### src/verilog/pltc_pkg.sv
// Contract
// - counter steps by one each timer tick
// - only counting, not writes, raises value events
// - clear zeroes count, prescaler and direction
// - software count write takes effect immediately
// - length selects 8, 10, 12, 16 bit maximum
// - short lengths store written count right-aligned
// - source select picks one of four clocks
// - selected clock divided by 1, 2, 4, 8
// - counts only when mode nonzero and clock active
// - zero period halts; nonzero restarts from zero
// - up mode counts zero to period, wraps
// - count above period in up restarts zero
// - up mode channel and rollover flag timing
// - period change while running extends or wraps
// - continuous counts to maximum, wraps, flags rollover
// - continuous ignores period; channel zero plain compare
// - up/down counts to period and back
// - up/down direction latched; only clear or a zero period resets it
// - up/down flags once per period each; a period of one never flags rollover
// - up/down period above maximum acts as continuous
// - load code zero copies channel write at once
package pltc_pkg;
   localparam int unsigned CNT_W = 16;

   // register byte offsets
   localparam logic [11:0] OFF_CTRL   = 12'h000;
   localparam logic [11:0] OFF_COUNT  = 12'h004;
   localparam logic [11:0] OFF_CH0    = 12'h008;
   localparam logic [11:0] OFF_PERIOD = 12'h00C;
   localparam logic [11:0] OFF_STATUS = 12'h010;

   // control field positions
   localparam int unsigned CTRL_MODE_LSB = 0;
   localparam int unsigned CTRL_DIV_LSB  = 2;
   localparam int unsigned CTRL_SRC_LSB  = 4;
   localparam int unsigned CTRL_LEN_LSB  = 6;
   localparam int unsigned CTRL_CLR_BIT  = 8;
   localparam int unsigned CTRL_RIE_BIT  = 9;
   localparam int unsigned CTRL_CIE_BIT  = 10;
   localparam int unsigned CTRL_LD_LSB   = 11;

   // status field positions
   localparam int unsigned ST_ROLL_BIT = 0;
   localparam int unsigned ST_CH0_BIT  = 1;
   localparam int unsigned ST_DIR_BIT  = 2;

   // reset values
   localparam logic [15:0] COUNT_RST  = 16'h0000;
   localparam logic [15:0] PERIOD_RST = 16'h0000;
   localparam logic [15:0] CH0_RST    = 16'h0000;
   localparam logic [1:0]  LD_RST     = 2'h0;

   // maximum counts per length
   localparam logic [15:0] MAX_8  = 16'h00FF;
   localparam logic [15:0] MAX_10 = 16'h03FF;
   localparam logic [15:0] MAX_12 = 16'h0FFF;
   localparam logic [15:0] MAX_16 = 16'hFFFF;

   typedef enum logic [1:0] {MODE_STOP = 2'h0, MODE_UP = 2'h1, MODE_CONT = 2'h2, MODE_UPDN = 2'h3} pltc_mode_t;
   typedef enum logic [1:0] {LEN_16 = 2'h0, LEN_12 = 2'h1, LEN_10 = 2'h2, LEN_8 = 2'h3} pltc_len_t;
   typedef enum logic [1:0] {DIV_1 = 2'h0, DIV_2 = 2'h1, DIV_4 = 2'h2, DIV_8 = 2'h3} pltc_div_t;
   typedef enum logic [1:0] {SRC_AUX = 2'h0, SRC_SUBMAIN = 2'h1, SRC_EXT = 2'h2, SRC_ALT = 2'h3} pltc_src_t;

   // maximum count of a length code
   function automatic logic [15:0] len_max(input pltc_len_t l);
      unique case (l)
         LEN_16: len_max = MAX_16;
         LEN_12: len_max = MAX_12;
         LEN_10: len_max = MAX_10;
         LEN_8:  len_max = MAX_8;
      endcase
   endfunction
endpackage

### src/verilog/pltc_tick_if.sv
`timescale 1ns/1ps
`default_nettype none
// carries clock selection down and timer ticks back up
interface pltc_tick_if;
   pltc_pkg::pltc_src_t src_sel;
   pltc_pkg::pltc_div_t div_sel;
   logic                clear;
   logic                tick;
   modport core (output src_sel, output div_sel, output clear, input tick);
   modport gen  (input src_sel, input div_sel, input clear, output tick);
endinterface
`default_nettype wire

### src/verilog/pltc_tick_gen.sv
`timescale 1ns/1ps
`default_nettype none
module pltc_tick_gen (
   input  wire logic       pclk,
   input  wire logic       presetn,
   input  wire logic [3:0] clk_pins,
   pltc_tick_if.gen        tif
);
   import pltc_pkg::*;

   typedef struct packed {
      logic [3:0] meta;
      logic [3:0] sync;
      logic [3:0] prev;
      logic [2:0] div;
      logic       tick;
   } pltc_gen_state_t;

   pltc_gen_state_t s_q;
   pltc_gen_state_t s_d;
   logic            edge_w;

   // mask of prescaler bits that must be all ones before a tick
   function automatic logic [2:0] div_mask(input pltc_div_t d);
      unique case (d)
         DIV_1: div_mask = 3'h0;
         DIV_2: div_mask = 3'h1;
         DIV_4: div_mask = 3'h3;
         DIV_8: div_mask = 3'h7;
      endcase
   endfunction

   // rising edge of the chosen pin; pins must run below pclk/2 or edges are lost
   assign edge_w = s_q.sync[tif.src_sel] & ~s_q.prev[tif.src_sel];

   // synchronise all pins, then divide the selected edges
   always_comb begin
      s_d      = s_q;
      s_d.meta = clk_pins;
      s_d.sync = s_q.meta;
      s_d.prev = s_q.sync;
      s_d.tick = 1'b0;
      if (tif.clear) begin
         s_d.div = 3'h0;
      end else if (edge_w) begin
         if ((s_q.div & div_mask(tif.div_sel)) == div_mask(tif.div_sel)) begin
            s_d.tick = 1'b1;
            s_d.div  = 3'h0;
         end else begin
            s_d.div = 3'(s_q.div + 3'h1);
         end
      end
   end

   always_ff @(posedge pclk or negedge presetn) begin
      if (!presetn) begin
         s_q <= '0;
      end else begin
         s_q <= s_d;
      end
   end

   assign tif.tick = s_q.tick;

   a_tick_needs_edge: assert property (@(posedge pclk) disable iff (!presetn)
      tif.tick |-> $past(edge_w)) else $error("tick without a source edge");
   a_clear_div_zero: assert property (@(posedge pclk) disable iff (!presetn)
      tif.clear |=> (s_q.div == 3'h0) && !tif.tick) else $error("clear did not reset prescaler");
endmodule
`default_nettype wire

### src/verilog/pltc_core.sv
// The register addresses and the APB slave port were decided locally.
`timescale 1ns/1ps
`default_nettype none
module pltc_core #(
   parameter int unsigned ADDR_W = 12
) (
   input  wire logic              pclk,
   input  wire logic              presetn,
   input  wire logic [ADDR_W-1:0] paddr,
   input  wire logic              psel,
   input  wire logic              penable,
   input  wire logic              pwrite,
   input  wire logic [31:0]       pwdata,
   output logic [31:0]            prdata,
   output logic                   pready,
   output logic                   pslverr,
   input  wire logic              aux_clock,
   input  wire logic              sub_main_clock,
   input  wire logic              external_timer_clock,
   input  wire logic              alternate_external_clock,
   output logic [15:0]            count_value,
   output logic [15:0]            period_latch,
   output logic                   channel_zero_equal,
   output logic                   rollover_flag,
   output logic                   channel_event_flag,
   output logic                   count_down,
   output logic                   irq
);
   import pltc_pkg::*;

   typedef struct packed {
      pltc_mode_t  mode;
      pltc_div_t   div;
      pltc_src_t   src;
      pltc_len_t   len;
      logic        rie;
      logic        cie;
      logic [1:0]  ld;
      logic [15:0] count;
      logic        dir_down;
      logic [15:0] ch0reg;
      logic [15:0] period;
      logic        roll;
      logic        chf;
      logic        eq;
      logic        irq;
      logic        clr;
      logic [31:0] rdata;
      logic        err;
   } pltc_state_t;

   pltc_state_t s_q;
   pltc_state_t s_d;
   pltc_tick_if tif ();

   logic [11:0] addr;
   logic        setup;
   logic        acc_wr;
   logic        wr_ctrl;
   logic        wr_cnt;
   logic        wr_ch0;
   logic        wr_st;
   logic        clr_req;
   logic [15:0] wdata16;
   logic [15:0] max_q;

   // bus decode; pready is always high in the access phase, so every transfer is zero-wait
   assign addr    = 12'(paddr);
   assign setup   = psel & ~penable;
   assign acc_wr  = psel & penable & pwrite;
   assign wr_ctrl = acc_wr && (addr == OFF_CTRL);
   assign wr_cnt  = acc_wr && (addr == OFF_COUNT);
   assign wr_ch0  = acc_wr && (addr == OFF_CH0);
   assign wr_st   = acc_wr && (addr == OFF_STATUS);
   assign clr_req = wr_ctrl & pwdata[CTRL_CLR_BIT];
   assign wdata16 = pwdata[15:0];
   assign max_q   = len_max(s_q.len);

   // clock selection and prescaler live in the tick generator
   assign tif.src_sel = s_q.src;
   assign tif.div_sel = s_q.div;
   assign tif.clear   = s_q.clr;

   pltc_tick_gen u_tick (
      .pclk     (pclk),
      .presetn  (presetn),
      .clk_pins ({alternate_external_clock, external_timer_clock, sub_main_clock, aux_clock}),
      .tif      (tif.gen)
   );

   // counting, software writes and flags
   always_comb begin
      logic [15:0] inc;
      logic [15:0] dec;
      logic        roll_ev;
      logic        eq_ev;
      logic        use_cont;
      logic        stepped;
      inc      = 16'(s_q.count + 16'h0001);
      dec      = 16'(s_q.count - 16'h0001);
      roll_ev  = 1'b0;
      eq_ev    = 1'b0;
      stepped  = 1'b0;
      // an out-of-range period in up/down mode degrades to free running
      use_cont = (s_q.mode == MODE_CONT) ||
                 ((s_q.mode == MODE_UPDN) && (s_q.period != 16'h0000) && (s_q.period > max_q));
      s_d      = s_q;
      s_d.clr  = 1'b0;
      s_d.eq   = 1'b0;

      // timer step, only on a tick and outside stop mode
      if (tif.tick && (s_q.mode != MODE_STOP)) begin
         stepped = 1'b1;
         if (use_cont) begin
            if (s_q.count >= max_q) begin
               s_d.count = 16'h0000;
               roll_ev   = (s_q.count == max_q);
            end else begin
               s_d.count = inc;
               eq_ev     = (inc == s_q.period);
            end
         end else if (s_q.period == 16'h0000) begin
            // zero period parks the counter so a new period starts upward from zero
            s_d.count    = 16'h0000;
            s_d.dir_down = 1'b0;
         end else if (s_q.mode == MODE_UP) begin
            if (s_q.count == s_q.period) begin
               s_d.count = 16'h0000;
               roll_ev   = 1'b1;
            end else if (s_q.count > s_q.period) begin
               // period shrank below the count, or up mode entered above it
               s_d.count = 16'h0000;
            end else begin
               s_d.count = inc;
               eq_ev     = (inc == s_q.period);
            end
         end else if (!s_q.dir_down) begin
            // up/down, rising half; a larger period simply extends it
            if (s_q.count < s_q.period) begin
               s_d.count = inc;
               eq_ev     = (inc == s_q.period);
            end else begin
               s_d.dir_down = 1'b1;
               s_d.count    = dec;
            end
         end else begin
            // up/down, falling half always runs on to zero
            if (s_q.count == 16'h0000) begin
               s_d.dir_down = 1'b0;
               s_d.count    = inc;
               eq_ev        = (inc == s_q.period);
            end else begin
               s_d.count = dec;
               if (dec == 16'h0000) begin
                  roll_ev      = 1'b1;
                  s_d.dir_down = 1'b0;
               end
            end
         end
      end

      // buffered period latch waits for the count to reach zero
      if (stepped && (s_q.ld != 2'h0) && (s_d.count == 16'h0000)) begin
         s_d.period = s_q.ch0reg;
      end

      // software writes; a count write overrides the stepped count but not the step's events, and raises none itself
      if (wr_ctrl) begin
         s_d.mode = pltc_mode_t'(pwdata[CTRL_MODE_LSB +: 2]);
         s_d.div  = pltc_div_t'(pwdata[CTRL_DIV_LSB +: 2]);
         s_d.src  = pltc_src_t'(pwdata[CTRL_SRC_LSB +: 2]);
         s_d.len  = pltc_len_t'(pwdata[CTRL_LEN_LSB +: 2]);
         s_d.rie  = pwdata[CTRL_RIE_BIT];
         s_d.cie  = pwdata[CTRL_CIE_BIT];
         s_d.ld   = pwdata[CTRL_LD_LSB +: 2];
      end
      if (wr_cnt) begin
         s_d.count = wdata16 & max_q;
      end
      if (wr_ch0) begin
         s_d.ch0reg = wdata16;
         if (s_q.ld == 2'h0) begin
            s_d.period = wdata16;
         end
      end
      if (clr_req) begin
         s_d.count    = 16'h0000;
         s_d.dir_down = 1'b0;
         s_d.clr      = 1'b1;
      end

      // write-one-to-clear, then a same-cycle event sets again
      if (wr_st) begin
         if (pwdata[ST_ROLL_BIT]) begin
            s_d.roll = 1'b0;
         end
         if (pwdata[ST_CH0_BIT]) begin
            s_d.chf = 1'b0;
         end
      end
      s_d.roll = s_d.roll | roll_ev;
      s_d.chf  = s_d.chf | eq_ev;
      s_d.eq   = eq_ev;
      s_d.irq  = (s_d.roll & s_d.rie) | (s_d.chf & s_d.cie);

      // read data is captured in the setup phase
      if (setup) begin
         s_d.rdata = 32'h00000000;
         s_d.err   = 1'b0;
         case (addr)
            OFF_CTRL: begin
               s_d.rdata[CTRL_MODE_LSB +: 2] = s_q.mode;
               s_d.rdata[CTRL_DIV_LSB +: 2]  = s_q.div;
               s_d.rdata[CTRL_SRC_LSB +: 2]  = s_q.src;
               s_d.rdata[CTRL_LEN_LSB +: 2]  = s_q.len;
               s_d.rdata[CTRL_RIE_BIT]       = s_q.rie;
               s_d.rdata[CTRL_CIE_BIT]       = s_q.cie;
               s_d.rdata[CTRL_LD_LSB +: 2]   = s_q.ld;
            end
            OFF_COUNT: begin
               s_d.rdata[15:0] = s_q.count;
            end
            OFF_CH0: begin
               s_d.rdata[15:0] = s_q.ch0reg;
            end
            OFF_PERIOD: begin
               s_d.rdata[15:0] = s_q.period;
            end
            OFF_STATUS: begin
               s_d.rdata[ST_ROLL_BIT] = s_q.roll;
               s_d.rdata[ST_CH0_BIT]  = s_q.chf;
               s_d.rdata[ST_DIR_BIT]  = s_q.dir_down;
            end
            default: begin
               s_d.err = 1'b1;
            end
         endcase
      end
   end

   always_ff @(posedge pclk or negedge presetn) begin
      if (!presetn) begin
         s_q <= '{mode: MODE_STOP, div: DIV_1, src: SRC_AUX, len: LEN_16, ld: LD_RST,
                  count: COUNT_RST, ch0reg: CH0_RST, period: PERIOD_RST, default: '0};
      end else begin
         s_q <= s_d;
      end
   end

   // outputs other than pready and pslverr come straight from the state register
   assign pready             = psel & penable;
   assign pslverr            = psel & penable & s_q.err;
   assign prdata             = s_q.rdata;
   assign count_value        = s_q.count;
   assign period_latch       = s_q.period;
   assign channel_zero_equal = s_q.eq;
   assign rollover_flag      = s_q.roll;
   assign channel_event_flag = s_q.chf;
   assign count_down         = s_q.dir_down;
   assign irq                = s_q.irq;

   a_clear_zeroes: assert property (@(posedge pclk) disable iff (!presetn)
      clr_req |=> (count_value == 16'h0000) && !count_down && tif.clear) else $error("clear left state");
   a_count_write: assert property (@(posedge pclk) disable iff (!presetn)
      (wr_cnt && !clr_req) |=> count_value == ($past(wdata16) & $past(max_q))) else $error("count write wrong");
   a_write_no_flag: assert property (@(posedge pclk) disable iff (!presetn)
      (wr_cnt && !tif.tick && !rollover_flag) |=> !rollover_flag) else $error("write raised rollover");
   a_stop_holds: assert property (@(posedge pclk) disable iff (!presetn)
      (s_q.mode == MODE_STOP && !acc_wr) |=> $stable(count_value)) else $error("stopped timer moved");
   a_cont_step: assert property (@(posedge pclk) disable iff (!presetn)
      (tif.tick && s_q.mode == MODE_CONT && !acc_wr && count_value < max_q)
      |=> count_value == 16'($past(count_value) + 16'h0001)) else $error("continuous step wrong");
   a_cont_wrap: assert property (@(posedge pclk) disable iff (!presetn)
      (tif.tick && s_q.mode == MODE_CONT && !acc_wr && count_value == max_q)
      |=> (count_value == 16'h0000) && rollover_flag) else $error("continuous wrap wrong");
   a_up_wrap: assert property (@(posedge pclk) disable iff (!presetn)
      (tif.tick && s_q.mode == MODE_UP && !acc_wr && period_latch != 16'h0000 && count_value == period_latch)
      |=> (count_value == 16'h0000) && rollover_flag) else $error("up wrap wrong");
   a_zero_halt: assert property (@(posedge pclk) disable iff (!presetn)
      (tif.tick && s_q.mode == MODE_UP && !acc_wr && period_latch == 16'h0000)
      |=> count_value == 16'h0000) else $error("zero period did not halt");
   a_updn_turn: assert property (@(posedge pclk) disable iff (!presetn)
      (tif.tick && s_q.mode == MODE_UPDN && !acc_wr && !count_down && period_latch != 16'h0000 &&
       period_latch <= max_q && count_value == period_latch)
      |=> count_down && (count_value == 16'($past(count_value) - 16'h0001))) else $error("no turn at period");
   // a zero or out-of-range period takes the halt or free-running branch instead
   a_updn_roll: assert property (@(posedge pclk) disable iff (!presetn)
      (tif.tick && s_q.mode == MODE_UPDN && !acc_wr && count_down && count_value == 16'h0001 &&
       period_latch != 16'h0000 && period_latch <= max_q)
      |=> (count_value == 16'h0000) && rollover_flag && !count_down) else $error("down roll wrong");
   a_period_load: assert property (@(posedge pclk) disable iff (!presetn)
      (wr_ch0 && s_q.ld == 2'h0) |=> period_latch == $past(wdata16)) else $error("period not loaded");
   a_irq_rollover: assert property (@(posedge pclk) disable iff (!presetn)
      (rollover_flag && s_q.rie) |-> irq) else $error("rollover interrupt missing");
endmodule
`default_nettype wire

### config.mk
export PLATFORM = sky130hd
export DESIGN_NAME = pltc_core
export DESIGN_NICKNAME = d
export VERILOG_FILES = /design/src/verilog/pltc_pkg.sv /design/src/verilog/pltc_tick_if.sv /design/src/verilog/pltc_tick_gen.sv /design/src/verilog/pltc_core.sv
export SDC_FILE = /design/constraint.sdc
export NUM_CORES = 1
export LEC_CHECK = 0
export ABC_AREA = 0
export ABC_CLOCK_PERIOD_IN_PS = 3500
export BUFFER_PORTS_ARGS = -buffer_cell sky130_fd_sc_hd__buf_2
export CORE_MARGIN = 8
export CORE_UTILIZATION = 45
export DETAILED_ROUTE_END_ITERATION = 10
export PLACE_DENSITY = 0.69
export SYNTH_ARGS = -nofsm -noshare
export SYNTH_HDL_FRONTEND = slang
export SYNTH_SLANG_ARGS = --single-unit
### constraint.sdc
create_clock -name pclk -period 3.5 [get_ports pclk]
set_input_delay 0.7 -clock pclk [delete_from_list [all_inputs] [get_ports pclk]]
set_output_delay 0.7 -clock pclk [all_outputs]
set_load 0.1 [all_outputs]
==> results of run 1 <==
-- cell usage in the layout, fill, tap and decap left out, types with 13 or more instances in the layout --
cell | Yosys | final
ha_1 | 36 | 33
nand3_1 | 26 | 26
a21oi_1 | 31 | 30
nor4_1 | 16 | 13
nand2_1 | 90 | 90
nor2_1 | 57 | 55
xnor2_1 | 29 | 29
conb_1 | 1 | 16
nand4_1 | 26 | 26
buf_2 | 5 | 90
dfrtp_1 | 99 | 98
nor3_1 | 18 | 14
o21ai_0 | 30 | 30
and2_1 | 25 | 25
buf_4 | 67 | 123
inv_1 | 34 | 31
mux2_2 | 32 | 32
-- worst register-to-register path, cell delays in order (launching register included) --
cell	delay, ps
dfrtp_1	400
ha_1	320
nand4_1	260
nor4_2	340
buf_4	180
o21a_1	180
o41a_1	340
buf_6	160
nor2_2	40
buf_6	130
a21oi_1	170
nand3_1	160
o21ai_1	280
and4_4	330
buf_12	150
o311ai_1	130
-- metal layers --
layer	up-vias	GRT usage (%)	wire length, um
met5	-	0	0
met4	0	10.2	880
met3	73	5.13	2180
met2	407	38.2	12300
met1	3576	30.9	10700
li1	3291	-	-
-- synthesized netlist by cell type (6+ instances only) --
| library cell | n | area share, % |
|---|---|---|
| nand2_1 | 90 | 4.5 |
| o21ai_0 | 30 | 2.0 |
| and2_1 | 25 | 2.1 |
| ha_1 | 36 | 6.0 |
| a211oi_1 | 12 | 1.2 |
| nand3_1 | 26 | 1.7 |
| a22oi_1 | 9 | 0.90 |
| a221oi_1 | 9 | 1.1 |
| o311ai_1 | 13 | 1.5 |
| xnor2_1 | 29 | 3.4 |
| or3_1 | 7 | 0.58 |
| clkbuf_1 | 36 | 1.8 |
| dfrtp_1 | 99 | 33 |
| nand4_1 | 26 | 2.2 |
| nor2_1 | 57 | 2.9 |
| o31ai_1 | 6 | 0.60 |
| a21oi_1 | 31 | 2.1 |
| nand2b_1 | 6 | 0.50 |
| nor3_1 | 18 | 1.2 |
| buf_4 | 67 | 6.7 |
| nor4_1 | 16 | 1.3 |
| mux2i_1 | 11 | 1.5 |
| inv_1 | 34 | 1.7 |
| a31oi_1 | 8 | 0.67 |
| mux2_2 | 32 | 4.8 |
| xor2_1 | 10 | 1.2 |
-- cell families after synthesis --
| family | Yosys count |
|---|---|
| simple gates | 307 |
| compound gates | 173 |
| buf+inv | 148 |
| flops | 99 |
| mux | 48 |
| xor+xnor | 39 |
| fa+ha+maj | 36 |
| other cells | 1 |
-- timing repair --
| item | 4_1_cts | 5_1_grt |
|---|---|---|
| cloned | 1 | 0 |
| pin swaps | 6 | 3 |
| gates resized for setup | 28 | 22 |
| setup buffers | 7 | 1 |
| endpoints found under the setup margin | 16 | 20 |
-- through the flow --
step / instances / TNS (ps) / worst slack (ps)
2_1_floorplan: 866 / 0 / 2.52
3_3_place_gp: 1186 / -956 / -71.1
3_5_place_dp: 1186 / -1970 / -135
4_1_cts: 1209 / -762 / -60.1
5_1_grt: 1210 / -4120 / -267
6_report: 1210 / -2860 / -201
-- registers in the layout (all words and copies together) (netlist names), 2 cells and up --
register	cells
u_tick.s_d	8
tif.src_sel	2
tif.div_sel	2
count_value	16
period_latch	16
u_tick.s_q	7
s_q	25
prdata	16
-- power by group through the flow --
stage | clock network [W] | registers [W] | logic (W)
global route | 0.00111 | 0.00116 | 0.000294
CTS | 0.00107 | 0.00116 | 0.000272
global placement | 0 | 0.00118 | 0.000269
finish | 0.00106 | 0.00116 | 0.000276
floorplan | 0 | 0.00118 | 0.000192
detailed placement | 0 | 0.00118 | 0.000270
-- cell type report --
class                      count  area [um2]
fill                        1442        7130
inverter                      34         128
multi-input combinational    619        4550
clock buffer                   9         225
clock inverter                 7        96.3
tap                          220         275
sequential                    99        2480
timing repair buffer         222        1530
-- worst min path at each step --
stage	start	to
2_1_floorplan	u_tick.s_d[8]	u_tick.s_d[4]
3_3_place_gp	u_tick.s_d[11]	u_tick.s_d[7]
3_5_place_dp	u_tick.s_d[11]	u_tick.s_d[7]
6_report	u_tick.s_d[8]	u_tick.s_d[4]
5_1_grt	u_tick.s_d[8]	u_tick.s_d[4]
4_1_cts	u_tick.s_d[11]	u_tick.s_d[7]
==> metrics.yaml, run 1 <==
global_routing:
  grt_antenna_before_repair: 0
  grt_pass1_wl_mm: 40.4
  grt_remaining_overflow: 0
  grtUsageTotal_pct: 24.0
  grt_start_max_net_pins: 57
  grt_pass1_vias: 7189
floorplan:
  die_area_um2: 21000
  core_area_um2: 16400
  dieHeight_um: 145
  rows: 47
  initial_core_util_pct: 45.7
  top_level_ports: 124
  die_w_um: 145
synth:
  ys_warn_count: 0
  async_reset_ff_share_pct: 100
  synthMuxAreaShare_pct: 7.78
  synth_area_um2: 7500
  synth_compound_area_share_pct: 16.7
  seq_area_frac_synth_pct: 33.0
  synth-seq-cells: 99
  synthSimpleGateAreaFrac_pct: 20.9
  synth-adder-area-share_pct: 6.01
  synth_edf_count: 0
  avgSynthCellArea_um2: 8.81
  ys_types: 74
  synth_flop_cell: "dfrtp_1"
  synth_cells: 851
  synth_top_family_by_area: "simple AND/OR/NAND/NOR gates"
  synth-xor-area-share_pct: 4.56
cells_and_area:
  final_area_um2: 9280
  post-route-util_pct: 56.6
  nets: 1074
  area_growth_pct: 23.8
  drive_gt1_share_pct: 33.8
  diodes: 0
run:
  maxCapViolations: 0
setup_path:
  crit_slowest_cell: "dfrtp_1"
  regToRegStartpoint: "count_value[13]"
  worstSetupPathType: "reg2reg"
  rr_endpoint: "period_latch[1]"
  required_ps: 3720
  critPathLaunchType: "register"
  path_cells: "ha_1 -> nand4_1 -> nor4_2 -> buf_4 -> o21a_1 -> o41a_1 -> buf_6 -> nor2_2 -> buf_6 -> a21oi_1 -> nand3_1 -> o21ai_1 -> and4_4 -> buf_12 -> o311ai_1"
  cp_data_arrival_time_ps: 3920
  worst-path-max-fanout: 8
  crit_path_frequent_cell: "buf_6"
  crit_family: "simple AND/OR/NAND/NOR gates"
  crit_cells: 15
  r2r_slack_ps: -200
  crit_start: "count_value[13]"
  crit_buf_inv: 4
  ff2ff_path_depth: 15
  crit_path_end: "period_latch[1]"
  max_stage_delay_ps: 400
  end_kind: "register"
power_and_ir_drop:
  switching_share_pct: 30.1
  power_frac_comb_pct: 11.1
  p_int_w: 0.00174
  leakage_nw: 4.26
  p_sw_w: 0.000753
  power_frac_seq_pct: 46.5
  power.density_nw_per_um2: 269
  totalPowerFinal_w: 0.00250
  peakVddDrop_mv: 0.239
  power.share.clock_pct: 42.5
clock_tree:
  clock_path_buffers: 2
  ctsHoldBuffers: 0
  cts_inserted_buffers: 9
  clk_latency_ps: 360
  path_clk_slew_ps: 80
  root_buffer: "clkbuf_16"
  cts_tree: "built"
  htree_levels: 3
  cts_sinks: 99
drt:
  routed_via_density: 6.07
  drc: 0
  first_iter_violations: 794
  vias: 7347
  finalWirelength_mm: 26.0
  wl_per_cell_um: 21.5
  ant_nets: 0
  drt-pass1-iter-count: 5
sta:
  period_share_pct: 106
  rsz0062_at_grt: "yes"
  finalSetupViolations: 16
  worstMarginPinSlew_ps: 907
  slew_headroom_pct: 39.6
  fin_skew_ps: 7.22
  final.min_clock_period_ps: 3700
  fmax_mhz: 270
  final_max_slew_viol_count: 0
  hold_ws_ps: 353
  finalWorstSetupSlack_ps: -201
  finalHoldViolCount: 0
worst_hold_path:
  min_path_cells: 0
  hold_path_class: "reg2reg"
status:
  status: "finished, violations left"
  violations: "setup timing"
placed_design:
  place.gp.congestion: 0.954
  portBuffers: 91
  place_hpwl_mm: 19.3
  placed_area_um2: 8590
Power figures use the tool's default switching activity.
==> run 2, diff against run 1 <==
ABC_CLOCK_PERIOD_IN_PS = 4800   (was 3500)
CTS_CLUSTER_DIAMETER = 40   (was default)
PLACE_DENSITY = 0.66   (was 0.69)
clock period = 4.8 ns   (was 3.5 ns; I/O delays follow)
==> metrics.yaml, run 2 (synthesis gave the netlist of run 1 again) <==
power_and_ir_drop:
  switching_share_pct: 29.2
  leakage_nw: 3.73
  peakVddDrop_mv: 0.195
  power.density_nw_per_um2: 216
  power.share.clock_pct: 41.5
  power_frac_comb_pct: 10.6
  power_frac_seq_pct: 47.9
  p_int_w: 0.00125
  p_sw_w: 0.000516
sta:
  slew_headroom_pct: 33.1
  finalHoldViolCount: 0
  fmax_mhz: 218
  period_share_pct: 95.8
  final_max_slew_viol_count: 0
  worstMarginPinSlew_ps: 1000
  finalSetupViolations: 0
  rsz0062_at_grt: "no"
  fin_skew_ps: 10.2
  setup_tns_ps: 0
  final.min_clock_period_ps: 4600
run:
  maxCapViolations: 0
clock_tree:
  cts_sinks: 99
  post-cts-setup-buffers: 0
  ctsHoldBuffers: 0
  root_buffer: "clkbuf_16"
  clock_path_buffers: 2
  cts_inserted_buffers: 9
  cts_tree: "built"
  htree_levels: 3
  cts_resized: 0
  clk_latency_ps: 350
  path_clk_slew_ps: 80
placed_design:
  placed_area_um2: 7890
  place_hpwl_mm: 18.0
  place_inst: 1102
  portBuffers: 91
  place.gp.congestion: 0.949
global_routing:
  grt_pass1_vias: 6656
  grtUsageTotal_pct: 22.6
  grt_antenna_before_repair: 0
  grt_start_max_net_pins: 75
  grt_remaining_overflow: 0
  grt_pass1_wl_mm: 38.2
cells_and_area:
  layout_commonest_cell: "dfrtp_1"
  stdcell_count: 1118
  area_growth_pct: 9.21
  layout_common_cells: "dfrtp_1, nand2_1, buf_2, nor2_1, buf_4"
  fill_cells: 1557
  final_area_um2: 8190
  multi_input_area_um2: 4260
  drive_gt1_share_pct: 22.6
  seqCellArea_um2: 2480
  diodes: 0
  nets: 982
  top_register: "s_q"
  largest_reg_flops: 25
drt:
  wl_per_cell_um: 21.6
  drc: 0
  first_iter_violations: 735
  drt-pass1-iter-count: 5
  ant_nets: 0
  vias: 6797
  routed_via_density: 6.08
  finalWirelength_mm: 24.2
setup_path:
  worstSetupPathType: "reg2reg"
  ff2ff_path_depth: 12
  end_kind: "register"
  critPathLaunchType: "register"
  worst-path-max-fanout: 16
  required_ps: 5030
  cp_data_arrival_time_ps: 4830
floorplan:
  core_area_um2: 16400
  die_area_um2: 21000
  rows: 47
  dieHeight_um: 145
  die_w_um: 145
  top_level_ports: 124
  initial_core_util_pct: 45.7
worst_hold_path:
  hold_path_class: "reg2reg"
  min_path_cells: 0
status:
  status: "complete, no violations"
==> run 2: worst paths after layout <==
check	end	slack, ps	from
max	period_latch[14]	200	s_q[91]
min	u_tick.s_d[4]	360	u_tick.s_d[8]
max reg2reg	period_latch[14]	200	s_q[91]
min reg2reg	u_tick.s_d[4]	360	u_tick.s_d[8]
max in group asynchronous	period_latch[2]	3110	presetn
min in group asynchronous	count_value[15]	730	presetn
==> run 2: power by group through the flow <==
| stage | sequential, W | combinational (W) | clock, W |
|---|---|---|---|
| after floorplan | 0.000863 | 0.000139 | 0 |
| after global placement | 0.000865 | 0.000185 | 0 |
| after detailed placement | 0.000865 | 0.000186 | 0 |
| after CTS | 0.000848 | 0.000186 | 0.000744 |
| after global routing | 0.000849 | 0.000200 | 0.000778 |
| final | 0.000848 | 0.000187 | 0.000734 |
==> run 2: final cells by class <==
cell class | instances | share of cell area, %
inverter | 34 | 1.56
multi-input combinational | 619 | 52.0
clock buffer | 9 | 2.75
timing repair buffer | 130 | 9.17
clock inverter | 7 | 0.932
tap | 220 | 3.36
sequential | 99 | 30.3
==> run 2: through the flow <==
stage                     hold WS, ps  util, %  setup slack, ps  total power, W
after floorplan                   331        -             1160         0.00100
after global placement            335     48.1              408         0.00105
after detailed placement          340     48.1              360         0.00105
after CTS                         359     49.9              317         0.00178
after global routing              360     49.9             7.64         0.00183
final                             356     49.9              203         0.00177
==> run 2: per-layer routing <==
layer / routed length (um) / GRT usage [%] / up-vias
li1: - / - / 3105
met1: 10300 / 29.8 / 3284
met5: 0 / 0 / -
met3: 2020 / 4.82 / 55
met2: 11200 / 36.3 / 353
met4: 600 / 6.98 / 0
==> run 2: critical path: stages (launching register included) <==
cell,delay (ps)
dfrtp_1,450
nor2_1,220
inv_1,200
ha_1,330
a211oi_1,270
o22ai_1,130
nor4_2,660
and2_0,660
a221oi_1,210
a21oi_1,390
a2111oi_4,90
and4_1,450
o311ai_1,410
